File: src/logic/start_limit_pkg.sv
/*
  constants shared by the start frequency limiter: setting defaults,
  resolutions, condition codes and timing figures.
  assumes a 50 mhz clock and a periodic program-cycle tick.
*/
package start_limit_pkg;

  localparam int unsigned CLOCK_HZ        = 50_000_000;
  localparam int unsigned SET_W           = 16;     // settings in tenths
  localparam int unsigned CNT_W           = 32;     // stress counter, tenth-second units scaled
  localparam int unsigned STARTS_W        = 7;
  localparam int unsigned HOURS_W         = 7;
  localparam int unsigned TENTHS_PER_HOUR = 36000;

  localparam logic [SET_W-1:0]    HOT_LIMIT_DEF      = 16'h02bc; // 70.0 %
  localparam logic [SET_W-1:0]    STALL_COLD_DEF     = 16'h00c8; // 20.0 s
  localparam logic [SET_W-1:0]    STALL_HOT_DEF      = 16'h0096; // 15.0 s
  localparam logic [STARTS_W-1:0] STARTS_COLD_DEF    = 7'h03;
  localparam logic [STARTS_W-1:0] STARTS_HOT_DEF     = 7'h02;
  localparam logic [HOURS_W-1:0]  WINDOW_HOURS_DEF   = 7'h01;
  localparam logic [SET_W-1:0]    MIN_INTERVAL_DEF   = 16'h00c8; // 20.0 s

  // one tenth of a second at the clock rate
  localparam int unsigned TENTH_NS     = 100_000_000;
  localparam int unsigned CLK_PERIOD_NS = 20;
  localparam int unsigned TENTH_CYCLES = TENTH_NS / CLK_PERIOD_NS;

  typedef enum logic [1:0] {
    COND_NORMAL  = 2'h0,
    COND_START   = 2'h1,
    COND_TRIP    = 2'h2,
    COND_BLOCKED = 2'h3
  } cond_t;

endpackage : start_limit_pkg

File: src/logic/start_limiter.sv
/*
  motor start frequency limiter: stress counter, hot/cold rates,
  alarm, restart inhibit and minimum spacing between starts.
  assumes start indication, thermal capacity and thermal-function enable
  arrive synchronous to clock from neighbouring motor functions; the
  settings ports are the shared motor data store and are read live.
*/
// What this block does
// - each detected start adds the applicable safe stall time to the counter
// - every program cycle while enabled and not blocked, the counter drains by allowed starts * stall time per window
// - alarm while exactly one further start remains and no inhibit is active
// - inhibit after last start, held until the counter permits another start
// - inhibit when a start follows the previous sooner than minimum interval
// - while hot, inhibit active and drain at the hot rate
// - when stopped below the hot limit, drain at the cold rate
// - condition code 0 normal, 1 start, 2 trip, 3 blocked
// - hot when used thermal capacity exceeds limit, 0.1 % step, 70 % default
// - cold stall time 0.1 s step, 20.0 s default, hot value when unset
// - hot stall time 0.1 s step, 15.0 s default, used when hot
// - cold allowed starts per window, step 1, default 3
// - hot/cold split only while the thermal overload function is enabled
// - motor data settings come from one shared store
// - starts detected internally from the motor start indication
// - hot allowed starts per window, step 1, default 2
// - window length in whole hours, default 1 h, for both counts
// - minimum interval between starts, 0.1 s step, 20.0 s default
// - blocked output while enabled but prevented from normal operation
module start_limiter
  import start_limit_pkg::*;
#(
  parameter int unsigned TICK_CYCLES = TENTH_CYCLES   // program cycle in clocks
) (
  input  wire logic                clock,
  input  wire logic                reset_n,
  input  wire logic                enable,
  input  wire logic                block_in,
  input  wire logic                motor_start_indication,
  input  wire logic                motor_running,
  input  wire logic                thermal_overload_function,
  input  wire logic [SET_W-1:0]    thermal_used,
  input  wire logic [SET_W-1:0]    hot_limit,
  input  wire logic [SET_W-1:0]    stall_cold,
  input  wire logic                stall_cold_set,
  input  wire logic [SET_W-1:0]    stall_hot,
  input  wire logic [STARTS_W-1:0] starts_cold,
  input  wire logic [STARTS_W-1:0] starts_hot,
  input  wire logic [HOURS_W-1:0]  window_hours,
  input  wire logic [SET_W-1:0]    min_interval,
  output logic                     alarm,
  output logic                     inhibit,
  output logic                     blocked,
  output logic [1:0]               condition,
  output logic [CNT_W-1:0]         stress_count,
  output logic                     hot
);
  // the widest default budget must fit the counter, else it wraps
  localparam logic [63:0] BUDGET_DEF = 64'(STALL_COLD_DEF) * 64'(TENTHS_PER_HOUR) *
                                       64'(WINDOW_HOURS_DEF) * 64'(STARTS_COLD_DEF);
  initial begin
    if (TICK_CYCLES < 1) $error("start_limiter: TICK_CYCLES must be at least 1");
    if (BUDGET_DEF >= (64'h1 << CNT_W)) $error("start_limiter: CNT_W too narrow for the default settings");
  end

  // program-cycle tick: the counter is kept in tenth-second units
  // scaled by the window length in tenths, so each tick while running drains exactly
  // starts * stall_time with no division hardware
  logic cycle_tick;
  tenth_divider #(.DIV(TICK_CYCLES)) u_div (
    .clock   (clock),
    .reset_n (reset_n),
    .tick    (cycle_tick)
  );

  logic             start_d_r;
  logic [CNT_W-1:0] count_r;
  logic [SET_W-1:0] since_start_r;
  logic             started_once_r;

  wire running     = enable && !block_in;
  // rising edge of the start indication is one start or attempt
  wire start_evt   = running && motor_start_indication && !start_d_r;
  wire hot_class   = thermal_overload_function && (thermal_used > hot_limit);
  // hot rate holds from the moment the motor turns hot until it has both
  // stopped and cooled below the limit; a running motor hovering at the
  // limit keeps the slow drain, which errs on the protective side
  logic rate_hot_r;
  wire  rate_hold  = rate_hot_r && thermal_overload_function && motor_running;
  wire  use_hot    = hot_class || rate_hold;

  wire [SET_W-1:0] cold_time = stall_cold_set ? stall_cold : stall_hot;
  wire [SET_W-1:0] stall_sel = hot_class ? stall_hot : cold_time;
  wire [STARTS_W-1:0] starts_sel = hot_class ? starts_hot : starts_cold;

  // one start's worth of stress: stall * window(tenths), scaled unit
  wire [CNT_W-1:0] win_tenths = CNT_W'(window_hours) * CNT_W'(TENTHS_PER_HOUR);
  wire [CNT_W-1:0] add_amt    = CNT_W'(stall_sel) * win_tenths;
  // per tenth drain equals allowed starts * stall time per window
  wire [CNT_W-1:0] rate_stall = use_hot ? CNT_W'(stall_hot) : CNT_W'(cold_time);
  wire [CNT_W-1:0] rate_start = use_hot ? CNT_W'(starts_hot) : CNT_W'(starts_cold);
  wire [CNT_W-1:0] drain_amt  = rate_stall * rate_start;

  // budget: allowed starts times one start's stress
  wire [CNT_W-1:0] budget     = CNT_W'(starts_sel) * add_amt;
  wire [CNT_W-1:0] headroom   = (count_r >= budget) ? '0 : budget - count_r;
  wire one_left  = (headroom >= add_amt) && (headroom < (add_amt << 1));
  wire none_left = headroom < add_amt;

  wire too_soon  = started_once_r && (since_start_r < min_interval);

  wire [CNT_W-1:0] drained     = (count_r > drain_amt) ? count_r - drain_amt : '0;
  wire             drain_now   = running && cycle_tick;
  wire [CNT_W-1:0] after_drain = drain_now ? drained : count_r;
  // starts keep adding while inhibited; clamp at full scale so a burst
  // cannot wrap the counter round and silently reopen the start budget
  wire [CNT_W:0]   sum_wide    = {1'b0, after_drain} + {1'b0, add_amt};
  wire [CNT_W-1:0] sum_sat     = sum_wide[CNT_W] ? {CNT_W{1'b1}} : sum_wide[CNT_W-1:0];
  wire [CNT_W-1:0] count_nxt   = start_evt ? sum_sat : after_drain;

  // the spacing timer parks at full scale, so a motor idle for hours
  // never wraps back into the too-soon range
  wire             since_full  = (since_start_r == {SET_W{1'b1}});
  wire [SET_W-1:0] since_step  = (cycle_tick && !since_full) ? since_start_r + 1'b1 : since_start_r;
  wire [SET_W-1:0] since_nxt   = start_evt ? '0 : since_step;
  wire             started_nxt = started_once_r || start_evt;

  // previous indication sample; resets low, the idle level, so no false start
  always_ff @(posedge clock or negedge reset_n) begin
    if (!reset_n) begin
      start_d_r <= 1'b0;
    end else begin
      start_d_r <= motor_start_indication;
    end
  end

  always_ff @(posedge clock or negedge reset_n) begin
    if (!reset_n) begin
      count_r <= '0;
    end else begin
      count_r <= count_nxt;
    end
  end

  always_ff @(posedge clock or negedge reset_n) begin
    if (!reset_n) begin
      rate_hot_r <= 1'b0;
    end else begin
      rate_hot_r <= use_hot;
    end
  end

  always_ff @(posedge clock or negedge reset_n) begin
    if (!reset_n) begin
      since_start_r <= '0;
    end else begin
      since_start_r <= since_nxt;
    end
  end

  // first start arms the spacing check; nothing precedes it to be too close to
  always_ff @(posedge clock or negedge reset_n) begin
    if (!reset_n) begin
      started_once_r <= 1'b0;
    end else begin
      started_once_r <= started_nxt;
    end
  end

  // outputs registered; the settings ports are the shared store, so an
  // edit made anywhere takes effect here on the next cycle
  wire inhibit_nxt = running && (none_left || too_soon || hot_class);
  wire alarm_nxt   = running && one_left && !inhibit_nxt;
  wire blocked_nxt = enable && block_in;
  // condition priority: blocked, then trip, then start
  cond_t cond_nxt;
  assign cond_nxt = blocked_nxt ? COND_BLOCKED :
                    inhibit_nxt ? COND_TRIP :
                    alarm_nxt   ? COND_START : COND_NORMAL;

  always_ff @(posedge clock or negedge reset_n) begin
    if (!reset_n) begin
      alarm <= 1'b0;
    end else begin
      alarm <= alarm_nxt;
    end
  end

  always_ff @(posedge clock or negedge reset_n) begin
    if (!reset_n) begin
      inhibit <= 1'b0;
    end else begin
      inhibit <= inhibit_nxt;
    end
  end

  always_ff @(posedge clock or negedge reset_n) begin
    if (!reset_n) begin
      blocked <= 1'b0;
    end else begin
      blocked <= blocked_nxt;
    end
  end

  always_ff @(posedge clock or negedge reset_n) begin
    if (!reset_n) begin
      condition <= COND_NORMAL;
    end else begin
      condition <= cond_nxt;
    end
  end

  // copy lags the counter by a cycle; fine for display, not for decisions
  always_ff @(posedge clock or negedge reset_n) begin
    if (!reset_n) begin
      stress_count <= '0;
    end else begin
      stress_count <= count_r;
    end
  end

  always_ff @(posedge clock or negedge reset_n) begin
    if (!reset_n) begin
      hot <= 1'b0;
    end else begin
      hot <= hot_class;
    end
  end
endmodule : start_limiter

File: src/logic/tenth_divider.sv
/*
  divider producing a one-cycle enable every DIV clock cycles.
  assumes a single clock domain and asynchronous active-low reset.
*/
module tenth_divider
  import start_limit_pkg::*;
#(
  parameter int unsigned DIV = TENTH_CYCLES
) (
  input  wire logic clock,
  input  wire logic reset_n,
  output logic      tick
);
  initial begin
    if (DIV < 1) $error("tenth_divider: DIV must be at least 1");
  end

  logic [31:0] count_r;
  wire         wrap = (count_r == 32'(DIV - 1));

  always_ff @(posedge clock or negedge reset_n) begin
    if (!reset_n) begin
      count_r <= 32'h0000_0000;
      tick    <= 1'b0;
    end else begin
      count_r <= wrap ? 32'h0000_0000 : count_r + 32'h0000_0001;
      tick    <= wrap;
    end
  end
endmodule : tenth_divider

File: config.mk
export PLATFORM = sky130hd
export DESIGN_NAME = start_limiter
export DESIGN_NICKNAME = d
export VERILOG_FILES = /design/src/logic/start_limit_pkg.sv /design/src/logic/start_limiter.sv /design/src/logic/tenth_divider.sv
export SDC_FILE = /design/constraint.sdc
export NUM_CORES = 2
export LEC_CHECK = 0
export ABC_AREA = 1
export BUFFER_PORTS_ARGS = -buffer_cell sky130_fd_sc_hd__buf_2
export CORE_ASPECT_RATIO = 1.2
export CORE_MARGIN = 2
export CORE_UTILIZATION = 50
export CTS_CLUSTER_DIAMETER = 80
export CTS_CLUSTER_SIZE = 10
export DETAILED_ROUTE_END_ITERATION = 6
export PLACE_DENSITY = 0.67
export SLEW_MARGIN = 15
export SYNTH_ARGS = -nofsm -noshare
export SYNTH_HDL_FRONTEND = slang
export SYNTH_SLANG_ARGS = --single-unit
File: constraint.sdc
create_clock -name clock -period 10.85 [get_ports clock]
set_input_delay 0.5425 -clock clock [delete_from_list [all_inputs] [get_ports clock]]
set_output_delay 0.5425 -clock clock [all_outputs]
set_load 0.05 [all_outputs]
==> impl_metrics.ini <==
[detailed_routing]
wl_per_cell_microns = 17.16
m1WireLength_microns = 36160
via_count = 29190
drc = 5
wl_met3_microns = 4245
wl_microns = 94920
dr.first_iter.drc_count = 1872
routed_via_density = 5.278
met2_length_microns = 48190
highest_layer = met4
ant_nets = 0
firstDrtPassIters = 7

[sta]
fin_crit_ns = 13.80
hold_viol = 0
period_share_pct = 127.2
fin_tns_setup_ns = -11.70
worst_slew_pin_slew_ns = 0.9122
setup_ws_ns = -2.947
finClkSkew_ns = 0.01283
worst_slew_margin_rel_pct = 39.18
timing.fmax_ghz = 0.07248
drv_slew = 0
rsz0062_at_grt = true
setup_viol = 4

[clock_network]
cts_buffers = 17
clk_path_buf_depth = 2
htree_levels = 4
cts_sinks = 122
clk_pin_slew_ns = 0.06
cts_tree = done
cts_root_buf = clkbuf_16
clk_latency_ns = 0.44

[floorplan]
fp.dieW_microns = 224.2
ios = 147
num_rows = 96
fp.dieArea_sq_mm = 0.06011
start_util_pct = 50.75
coreArea_sq_mm = 0.05730
die_h_microns = 268.2

[placement]
gp_congestion = 0.9759
numPortBuffers = 146
dp_cells = 5375
hpwlAfterDp_microns = 77580
pre_cts_ws_ns = -3.819
dpl_cell_area_sq_mm = 0.03613

[critical_path]
slowest_stage = fa_1
slowest_delay_ns = 0.57
path_class = input port to flop
start_kind = input port
reg2reg_slack_ns = 1.42
crit_fanout = 8
arrival_ns = 14.11
end_kind = flop
cpMostUsedCell = fa_1
crit_required_ns = 11.17

[synth]
synth_edf_count = 0
async_flop_share_pct = 100.0
ys_ff_latch = 122
ys_warn_count = 0
yosysUniqueCellTypes = 71
synthCells = 3868
synth_ff_type = dfrtp_1
synth_nets = 4712
ys_seq_area_share_pct = 10.50
syn_avg_cell_area_sq_um = 7.518
synth_area_sq_mm = 0.02908

[final_layout]
drive_above_1_share_pct = 30.49
layout.cells.non_filler = 5530
fin_nets = 5623
area_growth_pct = 36.67
fin_area_sq_mm = 0.03974

[status]
status = finished, violations left
violations = DRC, setup timing

[hold_path]
hp-class = input port to async pin

[global_routing]
grt_pass1_wl_microns = 150500
antenna_found_initial = 3
grt_pass1_vias = 30400
grt_max_degree = 74
gr-usage-all-layers_pct = 31.76
grt_overflow = 0

[run]
max-cap-violations = 0
## critical path, delay by kind of cell
kind / cells / cell delay (ns)
XOR/XNOR: 3 / 0.48
adder cells (fa/ha/maj): 19 / 7.76
AND/OR/NAND/NOR: 23 / 2.50
AO/OA/AOI/OAI: 12 / 1.79
buffers and inverters: 13 / 1.03
## sequential cells by signal, summed over array words and instances (netlist names)
name / count
alarm: 1
blocked: 1
condition: 2
count_r: 32
hot: 1
inhibit: 1
rate_hot_r: 1
since_start_r: 16
start_d_r: 1
started_once_r: 1
stress_count: 32
u_div.count_r: 32
u_div.tick: 1
## final timing paths
path	endpoint	from	depth (start not counted)
max	condition[0]$_DFF_PN0_	window_hours[1]	70
min	since_start_r[8]$_DFFE_PN0P_	reset_n	1
max reg2reg	count_r[29]$_DFF_PN0_	rate_hot_r$_DFF_PN0_	57
min reg2reg	stress_count[0]$_DFF_PN0_	count_r[0]$_DFF_PN0_	0
max in group asynchronous	count_r[24]$_DFF_PN0_	reset_n	2
min in group clock	start_d_r$_DFF_PN0_	motor_start_indication	1
## layer usage
metal / track usage [%] / vias to the layer above
met5: 0 / -
met2: 58.56 / 985
li1: - / 13910
met4: 18.72 / 0
met3: 2.985 / 328
met1: 35.69 / 13970
## synth_stat cells (4+ instances only)
| cell | n | area share (%) |
|---|---|---|
| a31oi_1 | 18 | 0.39 |
| and3_1 | 5 | 0.11 |
| nor4_1 | 27 | 0.58 |
| buf_2 | 19 | 0.33 |
| xor2_1 | 83 | 2.5 |
| o31ai_1 | 6 | 0.15 |
| nor2_2 | 8 | 0.17 |
| nor3_1 | 33 | 0.57 |
| a211oi_1 | 13 | 0.34 |
| o221ai_1 | 9 | 0.27 |
| o21ai_2 | 18 | 0.54 |
| nor3_2 | 6 | 0.21 |
| nand2_1 | 733 | 9.5 |
| nor3b_1 | 4 | 0.10 |
| inv_1 | 798 | 10 |
| nor2_1 | 446 | 5.8 |
| o211ai_1 | 7 | 0.18 |
| inv_2 | 22 | 0.28 |
| buf_1 | 5 | 0.065 |
| fa_1 | 388 | 27 |
| nand4_1 | 40 | 0.86 |
| o21ai_0 | 104 | 1.8 |
| xnor2_1 | 61 | 1.8 |
| a21boi_2 | 4 | 0.15 |
| a21o_1 | 16 | 0.41 |
| nand3_1 | 97 | 1.7 |
| nand2_2 | 12 | 0.26 |
| o21bai_1 | 6 | 0.15 |
| ha_1 | 347 | 15 |
| clkinv_1 | 15 | 0.19 |
| or2_2 | 6 | 0.13 |
| clkbuf_1 | 35 | 0.45 |
| o21a_1 | 6 | 0.15 |
| mux2i_1 | 11 | 0.38 |
| o22ai_1 | 18 | 0.39 |
| a21oi_2 | 8 | 0.24 |
| nand3_2 | 6 | 0.21 |
| dfrtp_1 | 122 | 10 |
| a21oi_1 | 209 | 3.6 |
| o21ai_1 | 48 | 0.83 |
## cell usage in the layout (no fill, tap or decap), types with 23 or more instances in the layout
cell and count:
buf_6 29, dfrtp_1 122, ha_4 60, nand3_1 80
nand2_2 51, o21ai_2 31, a21oi_1 156, nor2_1 391
inv_2 53, xor2_1 71, nor4_1 23, xnor2_1 58
buf_4 762, ha_1 286, nand2_1 682, buf_2 144
nor3_1 25, a21oi_2 50, inv_1 764, o21ai_1 55
nor2_2 47, o21ai_0 79, fa_1 375, nand4_1 40
## repair_timing
action                     4_1_cts  5_1_grt
hold buffers                     0        0
buffers inserted                72       55
setup endpoints to repair       32       36
gates cloned                     2        1
resized for setup              203      239
pin swaps                      131      181
## area by class of cell
type | instances | area, sq um
clock inverters | 11 | 143.9
inverters | 835 | 3163
flip-flops and latches | 122 | 3053
multi-input cells | 2848 | 24830
diodes | 3 | 7.507
fillers | 4621 | 17550
clock buffers | 21 | 470.5
repair buffers | 955 | 7158
well taps | 735 | 919.6
## metrics by stage
stage	hold slack (ns)	util, %
floorplan	0.2469	-
global placement	0.4002	63.06
detailed placement	0.3999	63.06
CTS	0.05592	66.82
global route	0.07862	69.36
finish	0.04953	69.36
## logic make-up after synthesis
group,count (synthesis),synth area share [%]
AND/OR/NAND/NOR,1442,20.75
adder cells (fa/ha/maj),735,41.64
flip-flops,122,10.50
buffers and inverters,899,11.79
AO/OA/AOI/OAI,508,10.19
XOR/XNOR,150,4.712
multiplexers,12,0.4174
Power is not shown: default switching activity piles up to over one toggle a cycle in this logic, so the estimate is an artifact.
